### src/inc/hpm_pkg.sv
// Constants, types and decode helpers for the host port pin-function multiplexer
package hpm_pkg;

  // Port control register layout (16 bits); unused bits are stored and read back
  localparam int          CTRL_W          = 16;
  localparam int          CTRL_HOST_EN    = 0;   // 1: host function, 0: general-purpose I/O
  localparam int          CTRL_MUXED      = 1;   // 1: multiplexed address/data bus
  localparam int          CTRL_STROBE_POL = 2;   // 1: address strobe active high
  localparam int          CTRL_SELECT_POL = 3;   // 1: chip select active high
  localparam logic [15:0] CTRL_RESET      = 16'h0000;

  // General-purpose port bit carried by each address-side pin
  localparam int          GPIO_W          = 16;
  localparam int          GPIO_BIT_PIN0   = 8;
  localparam int          GPIO_BIT_PIN1   = 9;
  localparam int          GPIO_BIT_PIN2   = 10;
  localparam int          GPIO_BIT_PIN3   = 13;

  localparam int          DATA_W          = 8;
  localparam int          APIN_W          = 4;

  typedef enum logic [1:0] {
    MODE_NONMUX = 2'b00,
    MODE_MUX    = 2'b01,
    MODE_GPIO   = 2'b10
  } hpm_mode_t;

  // Drive side of both pin groups
  typedef struct packed {
    logic [7:0] dataOut;
    logic [7:0] dataOe;
    logic [3:0] addrOut;
    logic [3:0] addrOe;
  } hpm_drive_t;

  // Values presented to the core from the pins
  typedef struct packed {
    logic [7:0]  hostData;
    logic [2:0]  lowAddr;
    logic [2:0]  highAddr;
    logic        strobe;
    logic        select;
    logic [15:0] gpioIn;
  } hpm_sense_t;

  typedef struct packed {
    logic [15:0] ctrl;
    hpm_drive_t  drive;
    hpm_sense_t  sense;
  } hpm_state_t;

  localparam hpm_state_t STATE_RESET = '{ctrl: CTRL_RESET, drive: '0, sense: '0};

  function automatic hpm_mode_t modeOf(input logic [15:0] ctrl);
    if (!ctrl[CTRL_HOST_EN]) begin
      return MODE_GPIO;
    end else if (ctrl[CTRL_MUXED]) begin
      return MODE_MUX;
    end
    return MODE_NONMUX;
  endfunction

  // Asserted level of a strobe pin; pol 0 means active low
  function automatic logic assertedOf(input logic pin, input logic pol);
    return ~(pin ^ pol);
  endfunction

endpackage

### src/rtl/hpm_pin_mux.sv
// Host port pin-function multiplexer: data, address-low, strobe and select pins
`timescale 1ns/1ps

// What this block does
// - Pin functions follow the 16-bit control: non-multiplexed, multiplexed or GPIO
// - Non-multiplexed host mode: eight data pins are bidirectional data lines 0-7
// - Multiplexed host mode: same eight pins carry shared address/data lines 0-7
// - GPIO mode: each pin input or output per its direction bit
// - Pin 0: address bit 0, address strobe, or GPIO bit 8
// - Address strobe polarity is selectable, active low after reset
// - Pin 1: address bit 1, high address bit 8, or GPIO bit 9
// - Pin 2: address bit 2, high address bit 9, or GPIO bit 10
// - Pin 3: chip select, high address bit 10, or GPIO bit 13
// - Chip select polarity is selectable, active low after reset
// - Stop: former outputs go high impedance, inputs are ignored
// - Wait state changes no pin function, direction or drive
module hpm_pin_mux (
  input  wire logic        ref_clk,         // Core clock, 20 MHz
  input  wire logic        rst_b,           // Synchronous reset, active low
  input  wire logic        ctrlWr,          // Load port control register
  input  wire logic [15:0] ctrlIn,          // New port control value
  output logic      [15:0] ctrlRd,          // Port control readback
  input  wire logic [15:0] gpioDir,         // Direction per port bit, 1 = output
  input  wire logic [15:0] gpioOut,         // Output value per port bit
  output logic      [15:0] gpioIn,          // Sampled port bits in GPIO mode
  input  wire logic        stopMode,        // Core in stop state
  input  wire logic        waitMode,        // Core in wait state
  input  wire logic [7:0]  hostDataOut,     // Read data from host logic
  input  wire logic        hostDrive,       // Host logic drives data pins
  output logic      [7:0]  hostDataIn,      // Data or address/data from pins
  output logic      [2:0]  hostAddrIn,      // Address bits 0-2, non-multiplexed
  output logic      [2:0]  highAddrIn,      // Address bits 8-10, multiplexed
  output logic             addressStrobeIn, // Address strobe, 1 = asserted
  output logic             hostSelectIn,    // Chip select, 1 = asserted
  input  wire logic [7:0]  dataPinIn,       // Data pin levels
  output logic      [7:0]  dataPinOut,      // Data pin drive values
  output logic      [7:0]  dataPinOe,       // Data pin enables, 1 = driving
  input  wire logic [3:0]  addrPinIn,       // Address-side pin levels
  output logic      [3:0]  addrPinOut,      // Address-side pin drive values
  output logic      [3:0]  addrPinOe        // Address-side pin enables, 1 = driving
);

  ////////////////////////////////////////////////////////////////////////////////

  hpm_pkg::hpm_state_t st_ff;
  hpm_pkg::hpm_state_t nxt_st;
  hpm_pkg::hpm_mode_t  curMode;

  assign curMode = hpm_pkg::modeOf(st_ff.ctrl);

  always_comb begin
    nxt_st = st_ff;
    if (stopMode) begin
      // Every pin floats; sensed values freeze so stale inputs are ignored
      nxt_st.drive.dataOe = 8'h00;
      nxt_st.drive.addrOe = 4'h0;
    end else begin
      // Wait mode is deliberately not looked at here
      if (ctrlWr) begin
        nxt_st.ctrl = ctrlIn;
      end
      // Fields owned by another mode keep their last value, except strobe and select, which are cleared to 0
      // Control write lands first; pins switch one edge later
      case (curMode)
        hpm_pkg::MODE_NONMUX: begin
          nxt_st.drive.dataOut = hostDataOut;
          nxt_st.drive.dataOe  = {8{hostDrive}};
          nxt_st.drive.addrOe  = 4'h0;
          nxt_st.sense.hostData = dataPinIn;
          nxt_st.sense.lowAddr  = addrPinIn[2:0];
          nxt_st.sense.strobe   = 1'b0;
          nxt_st.sense.select   = hpm_pkg::assertedOf(addrPinIn[3],
                                    st_ff.ctrl[hpm_pkg::CTRL_SELECT_POL]);
        end
        hpm_pkg::MODE_MUX: begin
          nxt_st.drive.dataOut = hostDataOut;
          nxt_st.drive.dataOe  = {8{hostDrive}};
          nxt_st.drive.addrOe  = 4'h0;
          nxt_st.sense.hostData = dataPinIn;
          nxt_st.sense.highAddr = addrPinIn[3:1];
          nxt_st.sense.strobe   = hpm_pkg::assertedOf(addrPinIn[0],
                                    st_ff.ctrl[hpm_pkg::CTRL_STROBE_POL]);
          nxt_st.sense.select   = 1'b0;
        end
        default: begin
          nxt_st.drive.dataOut = gpioOut[7:0];
          nxt_st.drive.dataOe  = gpioDir[7:0];
          nxt_st.drive.addrOut = {gpioOut[hpm_pkg::GPIO_BIT_PIN3],
                                  gpioOut[hpm_pkg::GPIO_BIT_PIN2],
                                  gpioOut[hpm_pkg::GPIO_BIT_PIN1],
                                  gpioOut[hpm_pkg::GPIO_BIT_PIN0]};
          nxt_st.drive.addrOe  = {gpioDir[hpm_pkg::GPIO_BIT_PIN3],
                                  gpioDir[hpm_pkg::GPIO_BIT_PIN2],
                                  gpioDir[hpm_pkg::GPIO_BIT_PIN1],
                                  gpioDir[hpm_pkg::GPIO_BIT_PIN0]};
          nxt_st.sense.strobe  = 1'b0;
          nxt_st.sense.select  = 1'b0;
          nxt_st.sense.gpioIn[7:0] = dataPinIn;
          nxt_st.sense.gpioIn[hpm_pkg::GPIO_BIT_PIN0] = addrPinIn[0];
          nxt_st.sense.gpioIn[hpm_pkg::GPIO_BIT_PIN1] = addrPinIn[1];
          nxt_st.sense.gpioIn[hpm_pkg::GPIO_BIT_PIN2] = addrPinIn[2];
          nxt_st.sense.gpioIn[hpm_pkg::GPIO_BIT_PIN3] = addrPinIn[3];
        end
      endcase
    end
  end

  always_ff @(posedge ref_clk) begin
    if (!rst_b) begin
      // Reset value floats all pins and selects active-low strobes
      st_ff <= hpm_pkg::STATE_RESET;
    end else begin
      st_ff <= nxt_st;
    end
  end

  ////////////////////////////////////////////////////////////////////////////////

  assign ctrlRd          = st_ff.ctrl;
  assign gpioIn          = st_ff.sense.gpioIn;
  assign hostDataIn      = st_ff.sense.hostData;
  assign hostAddrIn      = st_ff.sense.lowAddr;
  assign highAddrIn      = st_ff.sense.highAddr;
  assign addressStrobeIn = st_ff.sense.strobe;
  assign hostSelectIn    = st_ff.sense.select;
  assign dataPinOut      = st_ff.drive.dataOut;
  assign dataPinOe       = st_ff.drive.dataOe;
  assign addrPinOut      = st_ff.drive.addrOut;
  assign addrPinOe       = st_ff.drive.addrOe;

  ////////////////////////////////////////////////////////////////////////////////

  chk_ctrl_load: assert property (
    @(posedge ref_clk) disable iff (!rst_b)
    (ctrlWr && !stopMode) |=> (ctrlRd == $past(ctrlIn)))
    else $error("Port control value not loaded");

  chk_nonmux_data: assert property (
    @(posedge ref_clk) disable iff (!rst_b)
    (curMode == hpm_pkg::MODE_NONMUX && !stopMode)
      |=> (dataPinOe == {8{$past(hostDrive)}}) && (dataPinOut == $past(hostDataOut))
          && (hostDataIn == $past(dataPinIn)) && (addrPinOe == 4'h0))
    else $error("Non-multiplexed data pins wrong");

  chk_mux_data: assert property (
    @(posedge ref_clk) disable iff (!rst_b)
    (curMode == hpm_pkg::MODE_MUX && !stopMode)
      |=> (dataPinOe == {8{$past(hostDrive)}}) && (hostDataIn == $past(dataPinIn))
          && !hostSelectIn)
    else $error("Multiplexed address/data pins wrong");

  chk_gpio_dir: assert property (
    @(posedge ref_clk) disable iff (!rst_b)
    (curMode == hpm_pkg::MODE_GPIO && !stopMode)
      |=> (dataPinOe == $past(gpioDir[7:0])) && (dataPinOut == $past(gpioOut[7:0]))
          && (gpioIn[7:0] == $past(dataPinIn)))
    else $error("GPIO data pin direction wrong");

  chk_pin0_func: assert property (
    @(posedge ref_clk) disable iff (!rst_b)
    (curMode == hpm_pkg::MODE_NONMUX && !stopMode)
      |=> (hostAddrIn[0] == $past(addrPinIn[0])) && !addressStrobeIn)
    else $error("Pin 0 address function wrong");

  chk_strobe_pol: assert property (
    @(posedge ref_clk) disable iff (!rst_b)
    (curMode == hpm_pkg::MODE_MUX && !stopMode)
      |=> (addressStrobeIn
           == ($past(ctrlRd[hpm_pkg::CTRL_STROBE_POL]) ? $past(addrPinIn[0])
                                                       : !$past(addrPinIn[0]))))
    else $error("Address strobe polarity wrong");

  chk_pin1_func: assert property (
    @(posedge ref_clk) disable iff (!rst_b)
    (curMode == hpm_pkg::MODE_MUX && !stopMode) |=> (highAddrIn[0] == $past(addrPinIn[1])))
    else $error("Pin 1 high address function wrong");

  chk_pin2_func: assert property (
    @(posedge ref_clk) disable iff (!rst_b)
    (curMode == hpm_pkg::MODE_GPIO && !stopMode)
      |=> (addrPinOe[2] == $past(gpioDir[hpm_pkg::GPIO_BIT_PIN2]))
          && (gpioIn[hpm_pkg::GPIO_BIT_PIN2] == $past(addrPinIn[2])))
    else $error("Pin 2 GPIO function wrong");

  chk_pin3_func: assert property (
    @(posedge ref_clk) disable iff (!rst_b)
    (curMode == hpm_pkg::MODE_GPIO && !stopMode)
      |=> (addrPinOe[3] == $past(gpioDir[hpm_pkg::GPIO_BIT_PIN3]))
          && (addrPinOut[3] == $past(gpioOut[hpm_pkg::GPIO_BIT_PIN3])))
    else $error("Pin 3 GPIO function wrong");

  chk_select_pol: assert property (
    @(posedge ref_clk) disable iff (!rst_b)
    (curMode == hpm_pkg::MODE_NONMUX && !stopMode && !ctrlRd[hpm_pkg::CTRL_SELECT_POL])
      |=> (hostSelectIn == !$past(addrPinIn[3])))
    else $error("Chip select polarity wrong");

  chk_stop_float: assert property (
    @(posedge ref_clk) disable iff (!rst_b)
    stopMode |=> (dataPinOe == 8'h00) && (addrPinOe == 4'h0) && $stable(hostDataIn)
                 && $stable(gpioIn) && $stable(ctrlRd))
    else $error("Pins not floated or inputs not ignored in stop");

  chk_wait_same: assert property (
    @(posedge ref_clk) disable iff (!rst_b)
    (waitMode && !stopMode && curMode == hpm_pkg::MODE_GPIO)
      |=> (addrPinOe == {$past(gpioDir[13]), $past(gpioDir[10:8])}))
    else $error("Wait state changed pin drive");

  chk_reset_quiet: assert property (
    @(posedge ref_clk)
    !rst_b |=> (dataPinOe == 8'h00) && (addrPinOe == 4'h0) && (ctrlRd == 16'h0000))
    else $error("Pin driven after reset");

  // Pins a mode does not own must read idle or hold their last value
  chk_strobe_idle: assert property (
    @(posedge ref_clk) disable iff (!rst_b)
    (curMode != hpm_pkg::MODE_MUX && !stopMode) |=> !addressStrobeIn)
    else $error("Address strobe asserted outside multiplexed mode");

  chk_select_idle: assert property (
    @(posedge ref_clk) disable iff (!rst_b)
    (curMode != hpm_pkg::MODE_NONMUX && !stopMode) |=> !hostSelectIn)
    else $error("Chip select asserted outside non-multiplexed mode");

  chk_select_high: assert property (
    @(posedge ref_clk) disable iff (!rst_b)
    (curMode == hpm_pkg::MODE_NONMUX && !stopMode && ctrlRd[hpm_pkg::CTRL_SELECT_POL])
      |=> (hostSelectIn == $past(addrPinIn[3])))
    else $error("Active-high chip select wrong");

  chk_pin1_nonmux: assert property (
    @(posedge ref_clk) disable iff (!rst_b)
    (curMode == hpm_pkg::MODE_NONMUX && !stopMode)
      |=> (hostAddrIn[1] == $past(addrPinIn[1])))
    else $error("Pin 1 low address function wrong");

  chk_pin2_nonmux: assert property (
    @(posedge ref_clk) disable iff (!rst_b)
    (curMode == hpm_pkg::MODE_NONMUX && !stopMode)
      |=> (hostAddrIn[2] == $past(addrPinIn[2])))
    else $error("Pin 2 low address function wrong");

  chk_pin2_mux: assert property (
    @(posedge ref_clk) disable iff (!rst_b)
    (curMode == hpm_pkg::MODE_MUX && !stopMode)
      |=> (highAddrIn[1] == $past(addrPinIn[2])))
    else $error("Pin 2 high address function wrong");

  chk_pin3_mux: assert property (
    @(posedge ref_clk) disable iff (!rst_b)
    (curMode == hpm_pkg::MODE_MUX && !stopMode)
      |=> (highAddrIn[2] == $past(addrPinIn[3])))
    else $error("Pin 3 high address function wrong");

  chk_pin0_gpio: assert property (
    @(posedge ref_clk) disable iff (!rst_b)
    (curMode == hpm_pkg::MODE_GPIO && !stopMode)
      |=> (addrPinOe[0] == $past(gpioDir[hpm_pkg::GPIO_BIT_PIN0]))
          && (addrPinOut[0] == $past(gpioOut[hpm_pkg::GPIO_BIT_PIN0]))
          && (gpioIn[hpm_pkg::GPIO_BIT_PIN0] == $past(addrPinIn[0])))
    else $error("Pin 0 GPIO function wrong");

  chk_pin1_gpio: assert property (
    @(posedge ref_clk) disable iff (!rst_b)
    (curMode == hpm_pkg::MODE_GPIO && !stopMode)
      |=> (addrPinOe[1] == $past(gpioDir[hpm_pkg::GPIO_BIT_PIN1]))
          && (addrPinOut[1] == $past(gpioOut[hpm_pkg::GPIO_BIT_PIN1]))
          && (gpioIn[hpm_pkg::GPIO_BIT_PIN1] == $past(addrPinIn[1])))
    else $error("Pin 1 GPIO function wrong");

  chk_host_addr_in: assert property (
    @(posedge ref_clk) disable iff (!rst_b)
    (curMode != hpm_pkg::MODE_GPIO && !stopMode) |=> (addrPinOe == 4'h0))
    else $error("Address-side pin driven in host mode");

  chk_mux_drive: assert property (
    @(posedge ref_clk) disable iff (!rst_b)
    (curMode == hpm_pkg::MODE_MUX && !stopMode)
      |=> (dataPinOut == $past(hostDataOut)))
    else $error("Multiplexed data drive value wrong");

  chk_low_hold: assert property (
    @(posedge ref_clk) disable iff (!rst_b)
    (curMode != hpm_pkg::MODE_NONMUX && !stopMode) |=> $stable(hostAddrIn))
    else $error("Low address changed outside non-multiplexed mode");

  chk_high_hold: assert property (
    @(posedge ref_clk) disable iff (!rst_b)
    (curMode != hpm_pkg::MODE_MUX && !stopMode) |=> $stable(highAddrIn))
    else $error("High address changed outside multiplexed mode");

  chk_stop_sense: assert property (
    @(posedge ref_clk) disable iff (!rst_b)
    stopMode |=> $stable(hostAddrIn) && $stable(highAddrIn)
                 && $stable(addressStrobeIn) && $stable(hostSelectIn))
    else $error("Address or strobe inputs not ignored in stop");

  chk_ctrl_hold: assert property (
    @(posedge ref_clk) disable iff (!rst_b)
    (!ctrlWr || stopMode) |=> $stable(ctrlRd))
    else $error("Port control changed without a load");

endmodule

### config.mk
export PLATFORM = sky130hd
export DESIGN_NAME = hpm_pin_mux
export DESIGN_NICKNAME = d
export VERILOG_FILES = /design/src/inc/hpm_pkg.sv /design/src/rtl/hpm_pin_mux.sv
export SDC_FILE = /design/constraint.sdc
export NUM_CORES = 1
export LEC_CHECK = 0
export BUFFER_PORTS_ARGS = -buffer_cell sky130_fd_sc_hd__buf_2
export CORE_ASPECT_RATIO = 0.9
export CORE_MARGIN = 2
export CORE_UTILIZATION = 39
export CTS_CLUSTER_DIAMETER = 100
export DETAILED_ROUTE_END_ITERATION = 7
export GPL_ROUTABILITY_DRIVEN = 0
export HOLD_SLACK_MARGIN = 0.1
export PLACE_DENSITY = 0.8
export SLEW_MARGIN = 20
export SYNTH_ARGS = -nofsm -noshare
export SYNTH_HDL_FRONTEND = slang
export SYNTH_SLANG_ARGS = --single-unit
### constraint.sdc
create_clock -name ref_clk -period 1.1 [get_ports ref_clk]
set_input_delay 0.11 -clock ref_clk [delete_from_list [all_inputs] [get_ports ref_clk]]
set_output_delay 0.11 -clock ref_clk [all_outputs]
set_load 0.05 [all_outputs]
==> flow_summary.yaml <==
outcome:
  outcome: "completed"
clocking:
  clockBufferDepth: 2
  cts_root_buf: "clkbuf_8"
  clk_pin_slew_ns: 0.07
  numCtsBuffers: 9
  htree_num_levels: 3
  worstSkewPairLatency_ns: 0.33
  cts_tree: "built"
  cts_sinks: 68
global_routing:
  grt.met1_usage: 0.222
  grt_pass1_vias: 2683
  grt_pass1_wl_um: 11800
  globalRouteTotalUtil: 0.222
  grt_max_degree: 23
  use_met3: 0.0765
  grt_overflow: 0
  grt_use_met2: 0.400
  busiest_layer: "met2"
  antenna_found_initial: 0
setup_path:
  crit_type: "flop to flop"
  cp.required_ns: 1.38
  crit_slowest_cell: "dfxtp_4"
  path_cells: "or2_1 -> buf_12 -> nor2_8 -> a21o_1"
  max_stage_delay_ns: 0.38
  cp-end-kind: "flop"
  r2r_cells: 4
  crit_fanout: 17
  arrival_ns: 1.37
  startpoint_type: "flop"
routing:
  drcViolationCount: 0
  first_pass_iters: 4
  dr_total_vias: 2657
  viasPerCell: 4.63
  wire_per_inst_um: 13.1
  first_iter_violations: 64
  ant_nets: 0
  wl_um: 7530
synth:
  yosysMostFrequentCell: "nand2_1"
  synth_cell_type_count: 26
  synth_edf_count: 0
  seq_area_frac_synth: 0.551
  synth_top_area_share: 0.551
  ys_warn_count: 0
  synth_compound_area_frac: 0.161
  ys_seq_elements: 68
  synthXorXnorAreaFrac: 0.00709
  ys.flop_type: "dfxtp_1"
  async_flop_share: 0
  synth_simple_gate_area_frac: 0.184
  avgSynthCellArea_sq_um: 8.61
  synthMuxAreaShare: 0.0324
  synth_top_area_cell: "dfxtp_1"
  syn_inst: 287
  synth_fa_ha_area_frac: 0
  synth.area.top_cells: "dfxtp_1, nand2_1, a21oi_1"
  synth_top_family_by_area: "simple AND/OR/NAND/NOR gates"
  synthesis.area_sq_mm: 0.00247
  ys_top_cells_by_count: "nand2_1, dfxtp_1, a21oi_1"
layout:
  drive_gt1_frac: 0.343
  n_antenna_cell: 0
  nets: 557
  syn_to_final_growth_pct: 68.1
  fillers: 486
  utilization: 0.680
die:
  start_util: 0.404
  die_w_um: 87.9
  row_count: 27
  io_pins: 146
  dieArea_sq_mm: 0.00699
  core-area_sq_mm: 0.00611
  die_h_um: 79.5
placed_design:
  numPortBuffers: 132
  place_hpwl_um: 4530
sta:
  slew_violations: 0
  holdWs_ns: 0.131
  finalCritPeriodShare: 0.996
  post-route-min-period_ns: 1.10
  setup_viol: 0
  hold_viol: 0
  skew_ns: 0.00607
  rsz0062_at_grt: "yes"
  fmax_mhz: 913
power:
  powerDensity_mw_per_mm2: 1410
  vdd_drop_max_mv: 1.04
  p_total_w: 0.00584
  p_leak_nw: 1.99
min_path:
  min_path_cells: 3
  min_path_type: "input port to flop"
job:
  drv_cap: 0
-- worst max-delay path, delay by kind of cell, from the launching register on --
kind | cells | cell delay [ns]
AND/OR/NAND/NOR | 2 | 0.37
buffers and inverters | 1 | 0.16
AO/OA/AOI/OAI | 1 | 0.13
flip-flops | 1 | 0.38
-- per-layer routing --
| layer | wire (um) | vias to the layer above |
|---|---|---|
| met1 | 3000 | 1184 |
| met2 | 3810 | 110 |
| li1 | - | 1334 |
| met3 | 451 | 29 |
| met4 | 266 | 0 |
| met5 | 0 | - |
-- timing repair --
action / 4_1_cts / 5_1_grt
buffers inserted: 1 / 0
pin swaps: 0 / 1
hold buffers: 61 / 0
gates resized for setup: 8 / 20
endpoints found under the hold margin: 66 / 0
endpoints found under the setup margin: 5 / 41
-- final timing paths --
path | startpoint | to | slack (ns)
hold reg to reg | ctrlRd[13] | ctrlRd[13] | 0.45
setup / recovery | ctrlRd[0] | dataPinOe[7] | 0.004
hold / removal | stopMode | addressStrobeIn | 0.13
setup reg to reg | ctrlRd[0] | dataPinOe[7] | 0.004
-- state kept, by name (all words and copies together) (netlist names) --
signal,count
addrPinOe,4
addrPinOut,4
addressStrobeIn,1
ctrlRd,16
dataPinOe,8
dataPinOut,8
gpioIn,12
highAddrIn,3
hostAddrIn,3
hostDataIn,8
hostSelectIn,1
-- cells by family after synthesis --
family	after synthesis
and+or+nand+nor	106
AOI/OAI and AO/OA	75
DFF	68
buffers and inverters	27
muxes	8
xor gates and xnor gates	2
other	1
-- where the power goes --
group	switching (W)	leakage [nW]	internal (W)
clock network	0.000855	0.0995	0.00116
logic	0.000741	1.33	0.000460
registers	0.0000575	0.558	0.00257
total	0.00165	1.99	0.00419
-- placed cells by master, fill, tap and decap left out, types with 3 or more instances in the layout --
cell type      synthesis  final
dfxtp_1               68     66
buf_12                 0      4
clkbuf_4               0     12
and3_1                 5      4
buf_4                  7      9
conb_1                 1      4
nand2_1               86     86
buf_8                  0      3
mux2i_1                8      7
a21o_1                 8      8
nand3_1                6      6
o21ai_0               12     12
a21oi_1               52     51
clkbuf_8               0     11
dlygate4sd3_1          0     61
buf_2                 10    116
-- through the flow --
stage                     TNS, ns  worst slack, ns  cells  instance area [sq um]
after floorplan            -0.338          -0.0338    290                   2500
after global placement          0           0.0404    497                   3260
after detailed placement        0           0.0256    497                   3260
after CTS                 -0.0270         -0.00961    574                   4100
after global routing       -0.536          -0.0438    574                   4160
final                           0          0.00425    574                   4160
-- layout make-up --
class	instances	area, sq um	share of cell area
flip-flops and latches	68	1370	0.329
multi-input cells	195	980	0.236
repair buffers	207	1500	0.360
well taps	87	109	0.0262
inverters	2	7.51	0.00181
clock buffers	13	159	0.0382
clock inverters	2	35.0	0.00843
(Power assumes the default switching activity.)
